===== config.mk =====
export PLATFORM = sky130hd
export DESIGN_NAME = spw_timer
export DESIGN_NICKNAME = d
export VERILOG_FILES = /design/src/rtl/spw_pkg.sv /design/src/rtl/spw_trig_if.sv /design/src/rtl/spw_edge.sv /design/src/rtl/spw_timer.sv
export SDC_FILE = /design/constraint.sdc
export NUM_CORES = 1
export LEC_CHECK = 0
export BUFFER_PORTS_ARGS = -buffer_cell sky130_fd_sc_hd__buf_4
export CORE_MARGIN = 2
export CORE_UTILIZATION = 55
export DETAILED_ROUTE_END_ITERATION = 8
export MAX_ROUTING_LAYER = met4
export PLACE_DENSITY = 0.85
export RECOVER_POWER = 100
export SETUP_SLACK_MARGIN = 0.02
export SLEW_MARGIN = 40
export SYNTH_ARGS = -nofsm -noshare
export SYNTH_HDL_FRONTEND = slang
export SYNTH_SLANG_ARGS = --single-unit

===== constraint.sdc =====
create_clock -name i_sys_clk -period 9.35 [get_ports i_sys_clk]
set_input_delay 1.87 -clock i_sys_clk [delete_from_list [all_inputs] [get_ports i_sys_clk]]
set_output_delay 1.87 -clock i_sys_clk [all_outputs]
set_load 0.1 [all_outputs]

===== src/rtl/spw_pkg.sv =====
// Purpose: Shared constants and types for the stairway pre-warning timer
// Assumes: One system clock at 25 MHz; timebase ticks arrive as a strobe
// Notes: Time values are counts of timebase ticks
package spw_pkg;
    localparam int SPW_TIME_W = 16;
    localparam logic [SPW_TIME_W-1:0] SPW_TIME_RST = 16'h0000;
    localparam logic SPW_OUT_RST = 1'b0;

    // Source selector for each time parameter
    typedef enum logic {
        SPW_SRC_CONST = 1'b0,
        SPW_SRC_LIVE = 1'b1
    } spw_src_t;

    // Operating state of the timer
    typedef enum logic [1:0] {
        SPW_IDLE = 2'b00,
        SPW_HOLD = 2'b01,
        SPW_RUN = 2'b10,
        SPW_PERM = 2'b11
    } spw_state_t;
endpackage


===== src/rtl/spw_trig_if.sv =====
// Purpose: Carries trigger samples and detected edges between modules
// Assumes: Single clock domain
// Notes: Edge strobes last one cycle
`timescale 1ns/100ps
interface spw_trig_if;
    logic level;
    logic rise;
    logic fall;
    modport src (output level, output rise, output fall);
    modport dst (input level, input rise, input fall);
endinterface


===== src/rtl/spw_edge.sv =====
// Purpose: Trigger edge detector
// Assumes: Trigger is synchronous to the system clock
// Notes: Previous sample resets low so a high trigger at release is a rise
`timescale 1ns/100ps
module spw_edge
    import spw_pkg::*;
(
    // Clock and reset
    input wire logic i_sys_clk,
    input wire logic i_rst,
    // Trigger in, edges out
    input wire logic i_trig,
    spw_trig_if.src o_edges
);
    logic prev_reg;

    ////////////////////////////////////////////////////////////////////////
    // Previous sample
    always_ff @(posedge i_sys_clk) begin
        if (i_rst) begin
            prev_reg <= 1'b0;
        end else begin
            prev_reg <= i_trig;
        end
    end

    // Compare with last sample
    assign o_edges.level = i_trig;
    assign o_edges.rise = i_trig & ~prev_reg;
    assign o_edges.fall = ~i_trig & prev_reg;
endmodule // spw_edge


===== src/rtl/spw_timer.sv =====
// Purpose: Off-delay lighting timer, retriggerable in the simple variant, with pre-warning blink
// Assumes: i_tick pulses once per timebase unit; inputs synchronous
// Notes: Retained state lives in flip-flops that i_power_fail may spare
`timescale 1ns/100ps
module spw_timer
    import spw_pkg::*;
#(
    parameter int TW = SPW_TIME_W
) (
    // Clock and reset
    input wire logic i_sys_clk,
    input wire logic i_rst,
    // Timebase and power
    input wire logic i_tick,
    input wire logic i_power_fail,
    // Configuration
    input wire logic i_multi_mode,
    input wire logic i_retentive,
    input wire logic i_warn_en,
    input wire spw_src_t i_delay_src,
    input wire spw_src_t i_lead_src,
    input wire spw_src_t i_warn_len_src,
    input wire spw_src_t i_hold_src,
    input wire logic [TW-1:0] i_delay_const,
    input wire logic [TW-1:0] i_delay_live,
    input wire logic [TW-1:0] i_lead_const,
    input wire logic [TW-1:0] i_lead_live,
    input wire logic [TW-1:0] i_warn_len_const,
    input wire logic [TW-1:0] i_warn_len_live,
    input wire logic [TW-1:0] i_hold_const,
    input wire logic [TW-1:0] i_hold_live,
    // Switch side
    input wire logic i_trig,
    input wire logic i_clear,
    // Lamp side and status
    output logic o_lamp,
    output logic [TW-1:0] o_elapsed_time,
    output logic o_perm_light
);
    spw_trig_if trig_bus ();
    spw_state_t state_reg, state_next;
    logic [TW-1:0] elapsed_time_reg, elapsed_time_next;
    logic lamp_reg, lamp_next;

    ////////////////////////////////////////////////////////////////////////
    // Parameter source selection
    function automatic logic [TW-1:0] pick(input spw_src_t s, input logic [TW-1:0] c,
                                           input logic [TW-1:0] l);
        pick = (s == SPW_SRC_LIVE) ? l : c;
    endfunction

    wire [TW-1:0] delay_w = pick(i_delay_src, i_delay_const, i_delay_live);
    wire [TW-1:0] lead_w = pick(i_lead_src, i_lead_const, i_lead_live);
    wire [TW-1:0] wlen_w = pick(i_warn_len_src, i_warn_len_const, i_warn_len_live);
    wire [TW-1:0] permanent_hold_time = pick(i_hold_src, i_hold_const, i_hold_live);

    spw_edge u_edge (
        .i_sys_clk(i_sys_clk),
        .i_rst(i_rst),
        .i_trig(i_trig),
        .o_edges(trig_bus.src)
    );

    ////////////////////////////////////////////////////////////////////////
    // Decodes; all times share one tick base
    wire [TW:0] warn_start_w = {1'b0, delay_w} - {1'b0, lead_w};
    wire [TW:0] warn_end_w = warn_start_w + {1'b0, wlen_w};
    wire [TW:0] et_w = {1'b0, elapsed_time_reg};
    wire in_warn_w = i_warn_en && !warn_start_w[TW] && (et_w >= warn_start_w)
                     && (et_w < warn_end_w);
    wire expired_w = (elapsed_time_reg == delay_w);
    wire clear_w = i_multi_mode && i_clear;
    // Simple variant restarts on either edge; multi uses rises as toggles
    wire retrig_w = !i_multi_mode && (trig_bus.rise || trig_bus.fall);
    wire et_step_w = i_tick && (elapsed_time_reg != {TW{1'b1}});

    // Next-state decision
    always_comb begin
        state_next = state_reg;
        elapsed_time_next = elapsed_time_reg;
        unique case (state_reg)
            SPW_IDLE: begin
                if (trig_bus.rise) begin
                    elapsed_time_next = SPW_TIME_RST;
                    state_next = i_multi_mode ? SPW_HOLD : SPW_RUN;
                end
            end
            SPW_HOLD: begin
                if (!trig_bus.level) begin
                    elapsed_time_next = SPW_TIME_RST;
                    state_next = SPW_RUN;
                end else if (elapsed_time_reg >= permanent_hold_time) begin
                    elapsed_time_next = SPW_TIME_RST;
                    state_next = SPW_PERM;
                end else if (et_step_w) begin
                    elapsed_time_next = elapsed_time_reg + 1'b1;
                end
            end
            SPW_RUN: begin
                if (i_multi_mode && trig_bus.rise) begin
                    elapsed_time_next = SPW_TIME_RST;
                    state_next = SPW_IDLE;
                end else if (retrig_w) begin
                    elapsed_time_next = SPW_TIME_RST;
                end else if (expired_w) begin
                    state_next = SPW_IDLE;
                end else if (et_step_w) begin
                    elapsed_time_next = elapsed_time_reg + 1'b1;
                end
            end
            SPW_PERM: begin
                if (trig_bus.rise) begin
                    elapsed_time_next = SPW_TIME_RST;
                    state_next = SPW_IDLE;
                end
            end
        endcase
        if (clear_w) begin
            elapsed_time_next = SPW_TIME_RST;
            state_next = SPW_IDLE;
        end
    end

    // Lamp follows state, dark during the warning gap and from expiry on
    wire run_next_w = (state_next == SPW_RUN) && (state_reg == SPW_RUN) && !retrig_w;
    wire warn_dark_w = run_next_w && in_warn_w;
    wire expire_dark_w = run_next_w && (elapsed_time_next == delay_w);
    assign lamp_next = (state_next == SPW_HOLD) || (state_next == SPW_PERM)
                       || ((state_next == SPW_RUN) && !warn_dark_w && !expire_dark_w);

    ////////////////////////////////////////////////////////////////////////
    // State registers, spared by power fail when retentive
    always_ff @(posedge i_sys_clk) begin
        if (i_rst || (i_power_fail && !i_retentive)) begin
            state_reg <= SPW_IDLE;
            elapsed_time_reg <= SPW_TIME_RST;
            lamp_reg <= SPW_OUT_RST;
        end else if (!i_power_fail) begin
            state_reg <= state_next;
            elapsed_time_reg <= elapsed_time_next;
            lamp_reg <= lamp_next;
        end
    end

    assign o_lamp = lamp_reg;
    assign o_elapsed_time = elapsed_time_reg;
    assign o_perm_light = (state_reg == SPW_PERM);

    ////////////////////////////////////////////////////////////////////////
    // Checks
    a_rise_sets_lamp: assert property (@(posedge i_sys_clk) disable iff (i_rst)
        (state_reg == SPW_IDLE && trig_bus.rise && !clear_w && !i_power_fail)
        |=> o_lamp)
        else $error("lamp not set by trigger rise");
    a_clear_drops_lamp: assert property (@(posedge i_sys_clk) disable iff (i_rst)
        (clear_w && !i_power_fail) |=> (!o_lamp && o_elapsed_time == '0))
        else $error("clear did not drop lamp");
    a_simple_ignores_clear: assert property (@(posedge i_sys_clk) disable iff (i_rst)
        (!i_multi_mode && i_clear && state_reg == SPW_RUN && !trig_bus.rise
         && !trig_bus.fall && !expired_w && !i_power_fail) |=> (state_reg == SPW_RUN))
        else $error("simple variant reacted to clear");
    a_fall_restart: assert property (@(posedge i_sys_clk) disable iff (i_rst)
        (!i_multi_mode && state_reg == SPW_RUN && trig_bus.fall && !i_power_fail)
        |=> (o_elapsed_time == '0 && o_lamp))
        else $error("fall did not restart elapsed time");
    a_expire_off: assert property (@(posedge i_sys_clk) disable iff (i_rst)
        (state_reg == SPW_RUN && expired_w && !trig_bus.rise && !trig_bus.fall
         && !i_power_fail) |=> (state_reg == SPW_IDLE && !o_lamp))
        else $error("timer did not expire");
    a_multi_toggle: assert property (@(posedge i_sys_clk) disable iff (i_rst)
        (i_multi_mode && state_reg == SPW_PERM && trig_bus.rise && !i_power_fail)
        |=> !o_lamp)
        else $error("permanent light not toggled off");
    a_nonret_fail: assert property (@(posedge i_sys_clk) disable iff (i_rst)
        (i_power_fail && !i_retentive) |=> (!o_lamp && o_elapsed_time == '0))
        else $error("power fail did not zero state");
    a_ret_hold: assert property (@(posedge i_sys_clk) disable iff (i_rst)
        (i_power_fail && i_retentive) |=> ($stable(o_lamp) && $stable(o_elapsed_time)))
        else $error("retained state changed");
    a_tick_step: assert property (@(posedge i_sys_clk) disable iff (i_rst)
        (state_reg == SPW_RUN && i_tick && !expired_w && !trig_bus.rise && !trig_bus.fall
         && !clear_w && !i_power_fail && elapsed_time_reg != '1)
        |=> (o_elapsed_time == $past(o_elapsed_time) + 1'b1))
        else $error("elapsed time did not step");
    // Restart, warning and long-press checks
    a_rise_restart: assert property (@(posedge i_sys_clk) disable iff (i_rst)
        (!i_multi_mode && state_reg == SPW_RUN && trig_bus.rise && !i_power_fail)
        |=> (o_elapsed_time == '0 && o_lamp))
        else $error("further trigger did not restart");
    a_warn_gap: assert property (@(posedge i_sys_clk) disable iff (i_rst)
        (state_reg == SPW_RUN && in_warn_w && !retrig_w && !clear_w && !i_power_fail)
        |=> !o_lamp)
        else $error("pre-warning gap missing");
    a_multi_rise_hold: assert property (@(posedge i_sys_clk) disable iff (i_rst)
        (i_multi_mode && state_reg == SPW_IDLE && trig_bus.rise && !clear_w && !i_power_fail)
        |=> (state_reg == SPW_HOLD && o_lamp))
        else $error("multi-function rise did not start hold");
    a_hold_latch: assert property (@(posedge i_sys_clk) disable iff (i_rst)
        (state_reg == SPW_HOLD && trig_bus.level && elapsed_time_reg >= permanent_hold_time
         && !clear_w && !i_power_fail) |=> (o_perm_light && o_lamp))
        else $error("long press did not latch");
    a_early_release: assert property (@(posedge i_sys_clk) disable iff (i_rst)
        (state_reg == SPW_HOLD && !trig_bus.level && !clear_w && !i_power_fail)
        |=> (state_reg == SPW_RUN && o_elapsed_time == '0 && o_lamp))
        else $error("early release did not start off-delay");
    a_run_toggle: assert property (@(posedge i_sys_clk) disable iff (i_rst)
        (i_multi_mode && state_reg == SPW_RUN && trig_bus.rise && !i_power_fail)
        |=> (!o_lamp && o_elapsed_time == '0))
        else $error("running timer not toggled off");
endmodule // spw_timer


* Word-level counts from Yosys, hierarchy flattened
Cells that the tools add are included.
** Word-level totals
- Word-level logic and storage cells :: 72
- Input bits :: 141
- Flip-flop bits (word level) :: 20
** Operators by class
- Muxes and demuxes :: 23
- Equality and inequality tests :: 9
- Order comparisons :: 3
- Bitwise operators :: 4
- $add $sub $neg :: 3
- Reduce and logical (&&, ||, !) cells :: 26
** Operators with widths (number)
- 2-to-1 mux 16 bit :: 12
- case mux 16 bit (3 select lines) :: 1
- == test 16 bit :: 2
- 2-to-1 mux 2 bit :: 9
- adder 17 x 16 -> 17 bit :: 1
- greater-or-equal comparator 16 x 17 -> 1 bit :: 1
- < comparator 16 x 17 -> 1 bit :: 1
- subtractor 16 x 16 -> 17 bit :: 1
- adder 16 x 1 -> 16 bit (second input constant) :: 1
- greater-or-equal comparator 16 bit :: 1
- inequality test 16 bit (second input constant) :: 1
- logical AND 1 bit :: 14
- == test 2 bit (second input constant) :: 4
- case mux 2 bit (4 select lines) :: 1
- logical NOT 1 bit :: 6
- == test 2 x 1 -> 1 bit (second input constant) :: 2
- logical OR 1 bit :: 4
- AND 1 bit :: 2
- logical NOT 2 bit :: 1
- NOT 1 bit :: 2
- OR reduction 2 bit :: 1

* Depth between registers and ports, before layout
- Word-level depth :: 16
- Depth in mapped cells :: 29

* Modules after synthesis
A second synthesis with hierarchy kept.
** Unflattened totals
- Cell total of the unflattened synthesis :: 758
- Area, all modules :: 5771.8 um^2
** Modules (own cells, without submodules)
- spw_timer :: times used 1, cells an instance 753, seq. area each 380.4 um^2, area an instance 5725.5 um^2
- spw_edge :: times used 1, cells an instance 5, seq. area each 20.0 um^2, area an instance 46.3 um^2

* Least setup slack after synthesis
No wires, ideal clock.
- Kind :: input to register
- From :: input i_lead_src
- To :: register lamp_reg (netlist: o_lamp)
- Buffers on the path :: 2
- Cell stages on the path :: 21
- Path slack :: 2.563 ns
- Arrival time :: 6.641 ns
- Required time :: 9.204 ns
- Library setup time :: 0.146 ns
- Path through :: clkbuf_1 -> clkbuf_1 -> mux2i_1 -> ha_1 -> and3_1 -> a221oi_1 -> a22oi_1 -> xor2_1 -> ha_1 -> a21oi_1 -> o21ai_1 -> a221oi_1 -> o21ai_1 -> xnor2_1 -> ha_1 -> and4_1 -> a2111oi_0 -> a31oi_1 -> a211oi_1 -> or3_1 -> a221oi_2
** Between the ends
- Cells in the longest elaborated chain, start to end :: 11
** Ends and longest elaborated chain
- from (decl) :: line spw_timer.sv:21 : input wire spw_src_t i_lead_src,
- 2-to-1 mux 16 bit (*) :: line spw_timer.sv:49 : pick = (s == SPW_SRC_LIVE) ? l : c;
- subtractor 16 x 16 -> 17 bit (*) :: line spw_timer.sv:66 : wire [TW:0] warn_start_w = {1'b0, delay_w} - {1'b0, lead_w};
- branches (longest 3 deep; another with adder 17 x 16 -> 17 bit)
- logical AND 1 bit (*) :: line spw_timer.sv:70 : && (et_w < warn_end_w);
- logical AND 1 bit (*) :: line spw_timer.sv:126 : wire warn_dark_w = run_next_w && in_warn_w;
- logical NOT 1 bit (*) :: line spw_timer.sv:129 : || ((state_next == SPW_RUN) && !warn_dark_w && !expire_dark_w);
- logical AND 1 bit (*) (2 in series) :: line spw_timer.sv:129
- logical OR 1 bit (*) :: line spw_timer.sv:129
- to (signal assigned) :: line spw_timer.sv:141 : lamp_reg <= lamp_next;
- to (decl) :: line spw_timer.sv:43 : logic lamp_reg, lamp_next;
Every way passes the cells marked *.
A chain may end at the register's enable or synchronous reset.

* Worst setup path in the final report
- From :: input i_delay_src
- To :: register lamp_reg (netlist: o_lamp)
** Between the ends
- Cells in the longest elaborated chain, start to end :: 15
** Ends and longest elaborated chain
- from (decl) :: line spw_timer.sv:20 : input wire spw_src_t i_delay_src,
- 2-to-1 mux 16 bit (*) :: line spw_timer.sv:49
- branches (longest 13 deep; another with subtractor 16 x 16 -> 17 bit)
- logical OR 1 bit (*) :: line spw_timer.sv:129
Marked as above.

==> metrics.yaml <==
layout:
  fillers: 837
  area_growth_pct: 21.3
  stdcell_count: 998
  postLayoutCellArea_sq_um: 6730
  final_util_pct: 68.8
  largest_reg_flops: 16
  drive_gt1_share_pct: 20.1
  nets: 1088
  diodes: 0
worst_setup_path:
  rr_endpoint: "o_lamp"
  crit_slowest_cell: "clkbuf_1"
  crit_required_ns: 9.53
  r2r_slack_ns: 4.83
  crit_arrival_ns: 8.19
  reg2reg_depth: 12
  critPathLaunchType: "primary input"
  worst-path-max-fanout: 16
  slowest_delay_ns: 0.86
  critPathCaptureType: "flop"
  worstReg2RegStart: "o_elapsed_time[8]"
  critPathKind: "primary input to flop"
placement:
  hpwl_um: 15700
  io_buffers: 158
  placed_area_sq_um: 6770
  dpl.cell_count: 995
  gp_congestion: 0.961
  preCtsSetupSlack_ns: 1.82
synthesis:
  yosys-top-cells-area: "ha_1, mux2i_1, xnor2_1, dfxtp_1, a21oi_1"
  synth_top_cell_by_area: "ha_1"
  synth-edff-count: 0
  ys_seq_elements: 20
  yosysSeqAreaShare_pct: 7.22
  yosys-top-cells-count: "ha_1, a21oi_1, xnor2_1, mux2i_1, nor2_1"
  synth_area_sq_um: 5550
  synth-async-reset-ratio_pct: 0
  synth.avg_cell_area_sq_um: 7.55
  synth-main-ff-cell: "dfxtp_1"
  yosys_warnings: 0
  synthDominantCellAreaShare_pct: 17.6
  yosysMostFrequentCell: "ha_1"
  synthCells: 735
  syn-num-nets: 956
  ys_types: 73
sta:
  fin_crit_sh_pct: 85.7
  fin_hold_ws_ns: 0.519
  rsz0062_at_grt: "false"
  slew_headroom_pct: 20.5
  final.min_clock_period_ns: 8.01
  worstMarginPinSlew_ns: 1.19
  fin_ws_ns: 1.34
  clock_skew_ns: 0.00486
  fmax_mhz: 125
  finalSetupViolCount: 0
  fin_setup_tns_ns: 0
  report.final.slew_viol_count: 0
  hold_viol: 0
die:
  io_pins: 159
  dieArea_sq_um: 10900
  die_w_um: 104
  die_y_um: 104
  rows: 36
  core_sq_um: 9770
  start_util_pct: 56.7
clock_tree:
  cts.sinks: 20
  ctsRootBufferMaster: "clkbuf_8"
  cts_hold_buf: 0
  cts_setup_buffers: 0
  cts_tree: "built"
  insertion_delay_ns: 0.27
  cts_resized: 0
  cts.path.max_buffers: 2
  clk_pin_slew_worst_paths_ns: 0.08
  htreeDepth: 1
  cts_made_buffers: 3
run:
  cap_violations: 0
drt:
  firstDrtPassIters: 6
  wl_met1_um: 8250
  routedWlPerCell_um: 19.8
  vias: 6335
  top_layer: "met4"
  initialDrtViolationCount: 558
  ant_nets: 0
  drc_errors: 0
  wl_um: 19700
  wl_met3_um: 2270
  viasPerCell: 6.35
  wl_met2_um: 8690
power_and_ir_drop:
  power.density_nw_per_um2: 98.6
  ir_worst_vdd_mv: 0.0618
  power_mw: 0.663
  power.leakage_nw: 3.09
outcome:
  outcome: "finished, final reports clean"
hold_path:
  min_to: "o_lamp"
  worstHoldStart: "o_lamp"
  hold_class: "flop to flop"
  hold_depth: 2
global_route:
  grt_max_degree: 33
  grt_pass1_wl_um: 30800
  antenna_found_initial: 0
  grt_remaining_overflow: 0
  grt_pass1_vias: 6025
  grt.total_usage_pct: 35.7
[cells in the final DEF (no fill, tap or decap), types with 5 or more instances in the layout]
cell type  netlist  routed
a2111oi_0        7       7
a211oi_1         7       7
a21o_1          18      18
a21oi_1         56      56
a31oi_1         12      12
and2_1           7       7
and3_1           8       8
and4_1           7       7
buf_4            2     142
clkbuf_1        25      20
dfxtp_1         20      20
ha_1            78      78
inv_1           52      52
mux2_2          18      17
mux2i_1         53      53
nand2_1         33      33
nand2b_1        10      10
nand3_1         15      15
nand4_1         13      13
nor2_1          53      53
nor2b_1          9       9
nor3_1          20      20
nor4_1          11      11
o211ai_1         6       6
o21ai_0         33      35
o311ai_0         3       5
o31ai_1          6       7
xnor2_1         55      55
xor2_1          13      13
[worst max path at each step]
stage	cells after the start	from	endpoint
after global placement	23	i_delay_src	o_lamp
after CTS	25	i_delay_src	o_lamp
after global routing	25	i_delay_src	o_lamp
after floorplan	21	i_lead_src	o_lamp
after detailed placement	23	i_delay_src	o_lamp
final	25	i_delay_src	o_lamp
[cells by family (layout without fill, tap and decap cells)]
group,count (synthesis),after routing,synth area share (%)
AO/OA/AOI/OAI,198,198,23.7
XOR/XNOR,68,68,10.7
adder cells (fa/ha/maj),82,82,18.7
AND/OR/NAND/NOR,205,205,19.3
buffers and inverters,88,218,6.38
flip-flops,20,20,7.22
multiplexers,74,74,14.0
[metal layers]
layer  global-route usage (%)  vias up
met1                     47.0     2896
met5                        -        -
met4                     8.01        0
li1                         -     2993
met2                     56.7      391
met3                     6.89       55
[area by class of cell]
| cell class | count | area (sq um) | area share (%) |
|---|---|---|---|
| repair buffers | 162 | 1140 | 17.0 |
| multi-input cells | 627 | 4780 | 71.0 |
| inverters | 53 | 199 | 2.96 |
| clock buffers | 3 | 41.3 | 0.614 |
| flip-flops and latches | 20 | 400 | 5.95 |
| well taps | 133 | 166 | 2.47 |
[worst max-delay path: cells and delay by family]
kind                       cells  cell delay (ns)
muxes                          1             0.46
AOI/OAI and AO/OA             12             2.86
adders and majority gates      4             1.09
and+or+nand+nor                3             0.55
xor gates and xnor gates       2             0.32
buffers and inverters          3             1.03
[power breakdown]
group	switching (mW)	total [mW]	leakage, nW	internal, mW
Combinational	0.283	0.515	2.90	0.232
Clock	0.0310	0.0598	0.0216	0.0288
Sequential	0.00247	0.0889	0.162	0.0864
Note: power is estimated with default switching activity, not from simulation.
